<file path="src/rtl/udt_timer_regs.vh">
`ifndef UDT_TIMER_REGS_VH
`define UDT_TIMER_REGS_VH

// register byte offsets (one aligned word each)
`define UDT_OFS_CONTROL      8'h00
`define UDT_OFS_MODE         8'h04
`define UDT_OFS_COUNT_LOW    8'h08
`define UDT_OFS_COUNT_HIGH   8'h0c
`define UDT_OFS_RELOAD_LOW   8'h10
`define UDT_OFS_RELOAD_HIGH  8'h14
`define UDT_ADDR_BITS        8

// timer_control_register fields
`define UDT_CTL_RUN          0
`define UDT_CTL_SOURCE       1
`define UDT_CTL_CAP_RELOAD   2
`define UDT_CTL_TX_CLOCK     4
`define UDT_CTL_RX_CLOCK     5
`define UDT_CTL_EXT_FLAG     6
`define UDT_CTL_OVF_FLAG     7

// timer_mode_register fields
`define UDT_MOD_UPDOWN       0
`define UDT_MOD_CLKOUT       1

// reset values
`define UDT_RST_CONTROL      8'h00
`define UDT_RST_MODE         2'h0
`define UDT_RST_BYTE         8'h00

// counter constants
`define UDT_COUNT_ALL_ONES   16'hffff
`define UDT_COUNT_ZERO       16'h0000
`define UDT_COUNT_ONE        16'h0001

// oscillator divide ratio for timer operation
`define UDT_PRESCALE_DIV     4'hc
`define UDT_PRESCALE_LAST    4'hb
`define UDT_PRESCALE_ZERO    4'h0
`define UDT_PRESCALE_STEP    4'h1

// ahb-lite encodings
`define UDT_HTRANS_NONSEQ_BIT 1
`define UDT_HRESP_OKAY       1'b0
`define UDT_WORD_ZERO        32'h00000000

`endif

</file>
<file path="src/rtl/udt_pin_sync.v">
`timescale 1ns/1ps
// two-flop synchroniser for both pins plus a third stage for edge detection
module udt_pin_sync (
  input  wire hclk,
  input  wire hresetn,
  input  wire pin_count,
  input  wire pin_dir,
  output wire count_fall,
  output wire dir_level
);

  reg  [1:0] meta;
  reg  [1:0] stable;
  reg        count_prev;

  always @(posedge hclk or negedge hresetn) begin
    if (!hresetn) begin
      meta       <= 2'h0;
      stable     <= 2'h0;
      count_prev <= 1'b0;
    end else begin
      meta       <= {pin_dir, pin_count};
      stable     <= meta;
      count_prev <= stable[0];
    end
  end

  // external counting advances on a 1-to-0 transition of the pin
  assign count_fall = count_prev & ~stable[0];
  assign dir_level  = stable[1];

endmodule // udt_pin_sync

</file>
<file path="src/rtl/udt_timer.v">
// The AHB-Lite interface to the registers and the register addresses were decided locally.
`timescale 1ns/1ps
`include "udt_timer_regs.vh"

//
// Function
// - count kept in two cascaded byte registers, low byte carries into high byte.
// - source select clear counts clock divided by 12, set counts external pin.
// - counter advances only while run control is set, otherwise holds.
// - three modes chosen by receive clock, transmit clock and capture/reload selects.
// - up/down enable clear gives plain up-counting auto-reload, direction pin ignored.
// - up-count past all ones sets overflow flag and raises interrupt request, except in baud mode.
// - up-count overflow loads the reload register pair into the counter, except capture mode wraps to zero.
// - down-count underflow detected when counter equals the reload register pair.
// - down-count underflow sets overflow flag and loads all ones.
// - extension flag inverts on every overflow or underflow in up/down operation.
// - extension flag toggling never requests an interrupt.
// - extension flag readable by software as a seventeenth count bit.
// - mode register resets with up/down enable and clock output enable cleared.
module udt_timer (
  input  wire        hclk,
  input  wire        hresetn,
  input  wire        hsel,
  input  wire [31:0] haddr,
  input  wire [1:0]  htrans,
  input  wire        hwrite,
  input  wire [2:0]  hsize,
  input  wire [31:0] hwdata,
  input  wire        hready,
  output reg  [31:0] hrdata,
  output reg         hreadyout,
  output reg         hresp,
  input  wire        external_count_pin,
  input  wire        direction_pin,
  output reg         timer_irq
);

  // control and mode state
  reg                 run_control;
  reg                 count_source_select;
  reg                 capture_reload_select;
  reg                 transmit_clock_select;
  reg                 receive_clock_select;
  reg                 extension_toggle_flag;
  reg                 overflow_flag;
  reg                 updown_enable;
  reg                 clock_output_enable;

  reg  [7:0]          count_low_byte;
  reg  [7:0]          count_high_byte;
  reg  [7:0]          reload_low_byte;
  reg  [7:0]          reload_high_byte;

  reg  [3:0]          prescale;
  reg                 prescale_pulse;

  // bus data-phase state
  reg                 wr_pending;
  reg                 rd_pending;
  reg  [`UDT_ADDR_BITS-1:0] wr_addr;
  reg  [`UDT_ADDR_BITS-1:0] rd_addr;

  wire                ext_fall;
  wire                dir_sync;

  reg  [7:0]          next_count_low;
  reg  [7:0]          next_count_high;
  reg                 next_overflow;
  reg                 next_extension;
  reg                 next_ovf_flag;
  reg                 next_ext_flag;

  wire [15:0]         count_word;
  wire [15:0]         reload_word;
  wire                tick;
  wire                counting_up;
  wire                low_carry;
  wire                low_borrow;
  wire                addr_phase;
  wire                sw_write;

  udt_pin_sync u_pin_sync (
    .hclk       (hclk),
    .hresetn    (hresetn),
    .pin_count  (external_count_pin),
    .pin_dir    (direction_pin),
    .count_fall (ext_fall),
    .dir_level  (dir_sync)
  );

  // mode decode, used only by the counting path
  function is_baud;
    input rx_clk;
    input tx_clk;
    begin
      is_baud = rx_clk | tx_clk;
    end
  endfunction

  function is_autoreload;
    input rx_clk;
    input tx_clk;
    input cap_rl;
    begin
      is_autoreload = ~is_baud(rx_clk, tx_clk) & ~cap_rl;
    end
  endfunction

  function is_capture;
    input rx_clk;
    input tx_clk;
    input cap_rl;
    begin
      is_capture = ~is_baud(rx_clk, tx_clk) & cap_rl;
    end
  endfunction

  // reload value after a down-count underflow
  localparam [15:0] down_reload_word = `UDT_COUNT_ALL_ONES;

  assign count_word  = {count_high_byte, count_low_byte};
  assign reload_word = {reload_high_byte, reload_low_byte};

  // divide-by-12 enable pulse; free running so the phase does not depend on run
  always @(posedge hclk or negedge hresetn) begin
    if (!hresetn) begin
      prescale       <= `UDT_PRESCALE_ZERO;
      prescale_pulse <= 1'b0;
    end else begin
      prescale_pulse <= (prescale == `UDT_PRESCALE_LAST);
      if (prescale == `UDT_PRESCALE_LAST) begin
        prescale <= `UDT_PRESCALE_ZERO;
      end else begin
        prescale <= prescale + `UDT_PRESCALE_STEP;
      end
    end
  end

  assign tick = run_control &
                (count_source_select ? ext_fall : prescale_pulse);

  // direction pin only steers counting in up/down auto-reload
  assign counting_up = ~(updown_enable &
                         is_autoreload(receive_clock_select, transmit_clock_select,
                                       capture_reload_select)) | dir_sync;

  assign low_carry  = (count_low_byte == 8'hff);
  assign low_borrow = (count_low_byte == 8'h00);

  // counting step; flags here are only the hardware-set part
  always @* begin
    next_count_low  = count_low_byte;
    next_count_high = count_high_byte;
    next_overflow   = 1'b0;
    next_extension  = 1'b0;
    if (tick) begin
      if (counting_up) begin
        if (count_word == `UDT_COUNT_ALL_ONES) begin
          if (is_capture(receive_clock_select, transmit_clock_select,
                         capture_reload_select)) begin
            next_count_low  = count_word[7:0] + 8'h01;
            next_count_high = count_word[15:8] + 8'h01;
            next_overflow   = 1'b1;
          end else begin
            next_count_low  = reload_low_byte;
            next_count_high = reload_high_byte;
            // baud mode reloads silently
            next_overflow   = ~is_baud(receive_clock_select, transmit_clock_select);
            next_extension  = updown_enable &
                              is_autoreload(receive_clock_select, transmit_clock_select,
                                            capture_reload_select);
          end
        end else begin
          next_count_low = count_low_byte + 8'h01;
          if (low_carry) begin
            next_count_high = count_high_byte + 8'h01;
          end
        end
      end else begin
        if (count_word == reload_word) begin
          next_count_low  = down_reload_word[7:0];
          next_count_high = down_reload_word[15:8];
          next_overflow   = 1'b1;
          next_extension  = 1'b1;
        end else begin
          next_count_low = count_low_byte - 8'h01;
          if (low_borrow) begin
            next_count_high = count_high_byte - 8'h01;
          end
        end
      end
    end
  end

  // ahb-lite slave: writes land at the end of the data phase,
  // reads take one wait state so a preceding write is always visible
  assign addr_phase = hsel & htrans[`UDT_HTRANS_NONSEQ_BIT] & hready;
  assign sw_write   = wr_pending;

  always @(posedge hclk or negedge hresetn) begin
    if (!hresetn) begin
      wr_pending <= 1'b0;
      rd_pending <= 1'b0;
      wr_addr    <= {`UDT_ADDR_BITS{1'b0}};
      rd_addr    <= {`UDT_ADDR_BITS{1'b0}};
      hreadyout  <= 1'b1;
      hresp      <= `UDT_HRESP_OKAY;
    end else begin
      wr_pending <= addr_phase & hwrite;
      if (addr_phase) begin
        wr_addr <= haddr[`UDT_ADDR_BITS-1:0];
        rd_addr <= haddr[`UDT_ADDR_BITS-1:0];
      end
      rd_pending <= addr_phase & ~hwrite;
      hreadyout  <= ~(addr_phase & ~hwrite);
      hresp      <= `UDT_HRESP_OKAY;
    end
  end

  // read mux; reserved bits read zero, unmapped words read zero
  always @(posedge hclk or negedge hresetn) begin
    if (!hresetn) begin
      hrdata <= `UDT_WORD_ZERO;
    end else if (rd_pending) begin
      case (rd_addr)
        `UDT_OFS_CONTROL: begin
          hrdata <= {24'h000000, overflow_flag, extension_toggle_flag,
                     receive_clock_select, transmit_clock_select, 1'b0,
                     capture_reload_select, count_source_select, run_control};
        end
        `UDT_OFS_MODE: begin
          hrdata <= {30'h00000000, clock_output_enable, updown_enable};
        end
        `UDT_OFS_COUNT_LOW: begin
          hrdata <= {24'h000000, count_low_byte};
        end
        `UDT_OFS_COUNT_HIGH: begin
          hrdata <= {24'h000000, count_high_byte};
        end
        `UDT_OFS_RELOAD_LOW: begin
          hrdata <= {24'h000000, reload_low_byte};
        end
        `UDT_OFS_RELOAD_HIGH: begin
          hrdata <= {24'h000000, reload_high_byte};
        end
        default: begin
          hrdata <= `UDT_WORD_ZERO;
        end
      endcase
    end
  end

  // control and mode registers
  always @(posedge hclk or negedge hresetn) begin
    if (!hresetn) begin
      run_control           <= 1'b0;
      count_source_select   <= 1'b0;
      capture_reload_select <= 1'b0;
      transmit_clock_select <= 1'b0;
      receive_clock_select  <= 1'b0;
      updown_enable         <= 1'b0;
      clock_output_enable   <= 1'b0;
    end else if (sw_write) begin
      if (wr_addr == `UDT_OFS_CONTROL) begin
        run_control           <= hwdata[`UDT_CTL_RUN];
        count_source_select   <= hwdata[`UDT_CTL_SOURCE];
        capture_reload_select <= hwdata[`UDT_CTL_CAP_RELOAD];
        transmit_clock_select <= hwdata[`UDT_CTL_TX_CLOCK];
        receive_clock_select  <= hwdata[`UDT_CTL_RX_CLOCK];
      end
      if (wr_addr == `UDT_OFS_MODE) begin
        updown_enable       <= hwdata[`UDT_MOD_UPDOWN];
        clock_output_enable <= hwdata[`UDT_MOD_CLKOUT];
      end
    end
  end

  // flags: a hardware event in the same cycle as a software write wins
  always @* begin
    next_ovf_flag = overflow_flag;
    next_ext_flag = extension_toggle_flag;
    if (next_overflow) begin
      next_ovf_flag = 1'b1;
    end else if (sw_write && wr_addr == `UDT_OFS_CONTROL) begin
      next_ovf_flag = hwdata[`UDT_CTL_OVF_FLAG];
    end
    if (next_extension) begin
      next_ext_flag = ~extension_toggle_flag;
    end else if (sw_write && wr_addr == `UDT_OFS_CONTROL) begin
      next_ext_flag = hwdata[`UDT_CTL_EXT_FLAG];
    end
  end

  always @(posedge hclk or negedge hresetn) begin
    if (!hresetn) begin
      overflow_flag         <= 1'b0;
      extension_toggle_flag <= 1'b0;
    end else begin
      overflow_flag         <= next_ovf_flag;
      extension_toggle_flag <= next_ext_flag;
    end
  end

  // counter and reload bytes; software write to a count byte beats a tick
  always @(posedge hclk or negedge hresetn) begin
    if (!hresetn) begin
      count_low_byte   <= `UDT_RST_BYTE;
      count_high_byte  <= `UDT_RST_BYTE;
      reload_low_byte  <= `UDT_RST_BYTE;
      reload_high_byte <= `UDT_RST_BYTE;
    end else begin
      if (sw_write && wr_addr == `UDT_OFS_COUNT_LOW) begin
        count_low_byte <= hwdata[7:0];
      end else begin
        count_low_byte <= next_count_low;
      end
      if (sw_write && wr_addr == `UDT_OFS_COUNT_HIGH) begin
        count_high_byte <= hwdata[7:0];
      end else begin
        count_high_byte <= next_count_high;
      end
      if (sw_write && wr_addr == `UDT_OFS_RELOAD_LOW) begin
        reload_low_byte <= hwdata[7:0];
      end
      if (sw_write && wr_addr == `UDT_OFS_RELOAD_HIGH) begin
        reload_high_byte <= hwdata[7:0];
      end
    end
  end

  // only the overflow flag requests an interrupt, never the extension flag
  always @(posedge hclk or negedge hresetn) begin
    if (!hresetn) begin
      timer_irq <= 1'b0;
    end else begin
      // follows the flag's next value so a software clear drops it at once
      timer_irq <= next_ovf_flag;
    end
  end

endmodule // udt_timer

</file>
<file path="config.mk">
export PLATFORM = sky130hd
export DESIGN_NAME = udt_timer
export DESIGN_NICKNAME = d
export VERILOG_FILES = /design/src/rtl/udt_pin_sync.v /design/src/rtl/udt_timer.v
export VERILOG_INCLUDE_DIRS = /design/src /design/src/rtl
export SDC_FILE = /design/constraint.sdc
export NUM_CORES = 1
export LEC_CHECK = 0
export BUFFER_PORTS_ARGS = -buffer_cell sky130_fd_sc_hd__buf_4
export CORE_MARGIN = 2
export CORE_UTILIZATION = 58
export CTS_CLUSTER_SIZE = 14
export DETAILED_ROUTE_END_ITERATION = 8
export GPL_ROUTABILITY_DRIVEN = 0
export HOLD_SLACK_MARGIN = 0.12
export PLACE_DENSITY = 0.91
export SYNTH_ARGS = -nofsm -noshare
export SYNTH_HDL_FRONTEND = slang
export SYNTH_HIERARCHICAL = 1
export SYNTH_SLANG_ARGS = --single-unit
</file>
<file path="constraint.sdc">
create_clock -name hclk -period 3.2 [get_ports hclk]
set_input_delay 0.64 -clock hclk [delete_from_list [all_inputs] [get_ports hclk]]
set_output_delay 0.64 -clock hclk [all_outputs]
set_load 0.05 [all_outputs]
</file>
; Word level (Yosys, flattened, before mapping)
; Index checks and enable logic that the tools add are counted.
[totals]
wordCells = 101
inputBits = 76
out_inout_bits = 35
ff_bits = 94
[op_classes]
n_reduce_logical = 15
n_addsub = 5
bitwise_logic = 18
muxes = 30
eq_ne = 10
[ops]
columns = cell, count
row1 = 8-bit two-way mux, 14
row2 = 8-bit one-hot mux with 6 select lines, 1
row3 = 8-bit by 1-bit adder with 8-bit output (second input constant), 2
row4 = 16-bit equality test, 1
row5 = 16-bit equality test (second input constant), 1
row6 = 8-bit by 4-bit equality test with 1-bit output (second input constant), 2
row7 = 8-bit by 5-bit equality test with 1-bit output (second input constant), 2
row8 = 8-bit logical NOT, 2
row9 = 8-bit by 1-bit subtractor with 8-bit output (second input constant), 2
row10 = 1-bit two-way mux, 14
row11 = 1-bit AND, 9
row12 = 8-bit by 3-bit equality test with 1-bit output (second input constant), 1
row13 = 8-bit equality test (second input constant), 1
row14 = 2-bit nonzero test, 4
row15 = 1-bit inverter, 7
row16 = 1-bit logical AND, 5
row17 = 4-bit by 1-bit adder with 4-bit output (second input constant), 1
row18 = 4-bit equality test (second input constant), 1
row19 = 4-bit two-way mux, 1
row20 = 4-bit by 1-bit inequality test with 1-bit output (second input constant), 1
row21 = 2-bit AND reduction, 2
row22 = 4-bit nonzero test, 1
row23 = 3-bit AND reduction, 1
row24 = 1-bit OR, 2

; Logic depth before layout (Yosys ltp)
[depth]
word_depth = 9
mapped_depth = 9
mapped_depth_nobuf = 8

; Cells and area by module
; Netlist, hierarchy kept.
[modules_own_cells]
columns = mod, area_each_um2, cells_per_inst, seq_area_each_um2, instances
row1 = udt_timer, 4205.3, 433, 1627.8, 1
row2 = udt_pin_sync, 138.9, 6, 125.1, 1

; Worst setup path after synthesis
; No wires, ideal clock.
[synth_timing]
kind = register to register
start = register, netlist name rd_addr[4]
end = register capture_reload_select
required_ns = 3.075
setup_time_ns = 0.125
path_stages_with_launch = 6
arrival_ns = 2.100
setup_slack_ns = 0.975
synth_period_minus_slack_ns = 2.225
cell_sequence = dfrtp_1 or4_4 or3_1 buf_2 nor3b_4 mux2_2
[synth_lines]
columns = element, line
row1 = "end signal, assigned", udt_timer.v:267  ; capture_reload_select <= hwdata[`UDT_CTL_CAP_RELOAD];
row2 = "end, declared", udt_timer.v:41  ; reg capture_reload_select;

; Worst setup path in the final report
[layout_timing]
start = register count_low_byte[3]
end = register count_high_byte[1]
[layout_between]
elab_chain_len = 5
word_cells_on_any_way = 12
classes_between = eq/ne (4) / mux (5) / reduce/logical (3)
[layout_rtl]
columns = element, line
row1 = "start, declared", udt_timer.v:49  ; reg [7:0] count_low_byte;
row2 = "start signal, assigned", udt_timer.v:307  ; count_low_byte <= `UDT_RST_BYTE;
row3 = "start signal, assigned", udt_timer.v:313  ; count_low_byte <= hwdata[7:0];
row4 = "start signal, assigned", udt_timer.v:315  ; count_low_byte <= next_count_low;
row5 = 16-bit equality test (on tied branches), --
row6 = 8-bit two-way mux (on tied branches), "udt_timer.v:180, udt_timer.v:158"
row7 = 8-bit two-way mux, udt_timer.v:157  ; if (counting_up) begin
row8 = 8-bit two-way mux, udt_timer.v:156  ; if (tick) begin
row9 = 8-bit two-way mux, udt_timer.v:317  ; if (sw_write && wr_addr == `UDT_OFS_COUNT_HIGH) begin
row10 = "end signal, assigned", udt_timer.v:308  ; count_high_byte <= `UDT_RST_BYTE;
row11 = "end signal, assigned", udt_timer.v:318  ; count_high_byte <= hwdata[7:0];
row12 = "end signal, assigned", udt_timer.v:320  ; count_high_byte <= next_count_high;
row13 = "end, declared", udt_timer.v:50  ; reg [7:0] count_high_byte;
; Parallel ways exist; a longest one is shown, timed or not. The select of a mux whose other input is x is not followed.
; A chain may end at the register's enable or synchronous reset.

==> key figures <==
Synthesis
  – Ys flop type: dfrtp_1
  – Post-synth EDFFs: 0
  – Yosys top cell area share: 39.7%
  – Post-synth ARST share: 100%
  – Cell Area, Synth: 4340 µm²
  – Syn_area_per_cell: 9.90 µm²
  – Synth Register Bits: 70
  – Yosys warnings: 6
  – Most frequent cell after synthesis: dfrtp_1
  – Synth Instances: 439
  – Post-synth top cells: dfrtp_1 (69), mux2_2 (31), nand2_1 (30), buf_4 (25), nor2_1 (25)
  – Seq/Total Area, Yosys: 40.4%
  – Netlist cell types: 61
  – Cell taking the most area after synthesis: dfrtp_1
  – Top post-synthesis cells by area: dfrtp_1 (40%), mux2_2 (8.0%), xor2_1 (4.8%)

Worst setup path
  – CP Launch Type: register
  – Worst EP arrival: 2910 ps
  – Kind of end point of the critical path: register
  – Max FO, Critical Path: 17
  – Reg2reg path depth: 6
  – RR Endpoint: count_high_byte[1]
  – WP data required: about 3400 ps
  – Reg2reg setup slack: 520 ps
  – Class of the most critical setup path: register to register
  – RR Startpoint: count_low_byte[3]

Timing
  – Final Slew Violations: 0
  – Worst slew pin tran: 874 ps
  – Skew final: 6.97 ps
  – Final period utilization: 83.9%
  – F_max: 373 MHz
  – Final setup vio count: 0
  – Setup repair after global routing missed its margin: no
  – Final Critical Period: 2680 ps
  – Final Hold Fails: 0
  – Post-Route Setup TNS: 0 ps
  – Setup slack after layout: 516 ps
  – Worst slew margin: 41.7%

Global route
  – First-pass GRT wire length: between 15 and 20 mm
  – Total grt overflow: 0
  – Number of global-route vias before repair: 3426
  – Initial antenna violation count: 0
  – Total Routing Usage GR: between 20% and 30%
  – Largest net degree at the start of global routing: 71

Floorplan
  – Die width: just over 90 µm
  – Initial Utilization: 59.9%
  – Core ar.: 7250 µm²
  – # rows: 31
  – Io pins: 111
  – Die footprint: ~8000 µm²
  – Die height: 90.5 µm

Run
  – Max-Cap Viols: 0

Routing
  – Drt drc: 0
  – DRT Pass-1 Iters: 6
  – ANT nets after route: 0
  – Final wirelength: 10.4 mm
  – DRT iter0 DRCs: 352
  – Vias: 3503
  – Routed len/inst: 18.6 µm
  – Vias per cell: around 6.3

Power and ir drop
  – P_leak: roughly 2 nW
  – Cell area power density: 517 nW/µm²
  – Total power: 2.44 mW
  – Worst IR Drop VDD: 0.457 mV

Clocking
  – Post-CTS sizing: 0
  – Total CTS buffers: 9
  – Worst skew pair latency: 370 ps
  – Clk pin slew, worst setup/hold paths: 80 ps
  – Clock Tree Root: clkbuf_8
  – Clk buf depth: 2
  – H-tree depth: 3
  – Setup Buffers After CTS: 0
  – Sink Count: 70
  – TritonCTS clock tree: built
  – Hold buffers post-CTS: 0

Finish
  – Antenna cells: 0
  – Layout cells sized above 1: 21.2%
  – Finished Layout Cells: 557
  – Layout Area Growth over Synthesis: 8.58%
  – Layout Nets: 535
  – Design Area, Final: 4720 µm²

Hold path
  – Hold path depth: 0
  – Hold/Removal Path Class: register to register
  – Hold EP: u_pin_sync/stable[0]
  – Hold_sp: u_pin_sync/meta[0]

Placed design
  – Place WS: 592 ps
  – Port-buffer cells: 33
  – Cell total after placement: 541
  – Placed Area: ~4500 µm²
  – Detail Placement HPWL: 7.36 mm

Outcome
  – Status: finished, final reports clean
-- per-stage QoR --
| step | util, % | hold WS [ps] |
|---|---|---|
| after floorplan | - | 331 |
| after global placement | 61.9 | 333 |
| after detailed placement | 61.9 | 336 |
| after CTS | 65.0 | 355 |
| after global routing | 65.0 | 353 |
| final | 65.0 | 353 |
-- how the worst max path moves through the flow --
stage	from	to	slack, ps	depth (start not counted)
detailed placement	count_low_byte[3]	count_high_byte[1]	590	6
floorplan	rd_addr[4]	capture_reload_select	970	5
global placement	count_low_byte[3]	count_high_byte[5]	700	6
global route	receive_clock_select	count_high_byte[3]	290	6
finish	count_low_byte[3]	count_high_byte[1]	520	6
CTS	count_low_byte[3]	count_high_byte[1]	570	6
-- logic make-up after synthesis --
logic type	Yosys count	share of synthesized area, %
simple gates	115	14.2
fa+ha+maj	6	1.73
mux	45	11.8
flops	70	40.4
xor+xnor	39	7.86
compound gates	87	14.5
buf+inv	76	9.45
other cells	1	0.0863
-- placed cells by master (no fill, tap or decap), types with 3 or more instances in the layout --
master | synthesis | final
dfrtp_1 | 69 | 69
buf_4 | 25 | 36
mux2_2 | 31 | 31
nand2_1 | 30 | 30
nor2_1 | 25 | 25
conb_1 | 1 | 25
xor2_1 | 24 | 24
a21oi_1 | 21 | 21
inv_1 | 19 | 19
xnor2_1 | 15 | 15
nand3_1 | 12 | 12
mux2i_1 | 12 | 12
o22ai_1 | 10 | 10
clkbuf_8 | 0 | 9
a211oi_1 | 8 | 8
nor4_1 | 7 | 7
a221o_1 | 7 | 7
nand4_1 | 6 | 6
a31oi_1 | 6 | 6
a221oi_1 | 6 | 6
ha_1 | 6 | 6
o21ai_0 | 5 | 5
and3_1 | 5 | 5
o2bb2ai_1 | 5 | 5
and2_1 | 4 | 4
nor3_1 | 4 | 4
nand2b_1 | 3 | 3
a211o_1 | 3 | 3
inv_6 | 0 | 3
-- per-layer routing --
layer / track usage [%] / up-vias / share of wire (%)
li1: - / 1551 / -
met1: 33.9 / 1677 / 39
met2: 43.5 / 239 / 49
met5: 0 / - / 0
met3: 7.26 / 36 / 9.4
met4: 11.4 / 0 / 3.1
-- worst max-delay path, cell delays in order (launching register included) --
cell,delay (ps)
dfrtp_1,540
xor2_1,200
nor4_1,360
nand4_1,370
and2_1,520
a211oi_1,420
a21oi_1,140
-- cell type report --
| class | count | area (µm²) |
|---|---|---|
| clock buffer | 9 | 124 |
| clock inverter | 7 | 104 |
| fill | 582 | 2540 |
| inverter | 19 | 71.3 |
| multi-input combinational | 317 | 2270 |
| sequential | 70 | 1750 |
| tap | 99 | 124 |
| timing repair buffer | 36 | 270 |
-- power breakdown --
group | internal [mW] | total (mW) | switching, mW
registers | 0.961 | 1.12 | 0.157
logic | 0.214 | 0.498 | 0.284
clock network | 0.449 | 0.825 | 0.376
total | 1.62 | 2.44 | 0.817
-- flip-flops by register name, indices dropped and copies added, names as in the netlist, 2 cells and up --
| register | count |
|---|---|
| rd_addr | 8 |
| count_low_byte | 8 |
| count_high_byte | 8 |
| reload_low_byte | 8 |
| u_pin_sync/stable | 2 |
| reload_high_byte | 8 |
| u_pin_sync/meta | 2 |
| hrdata | 8 |
| prescale | 4 |
Note: power is estimated with default switching activity, not from simulation.
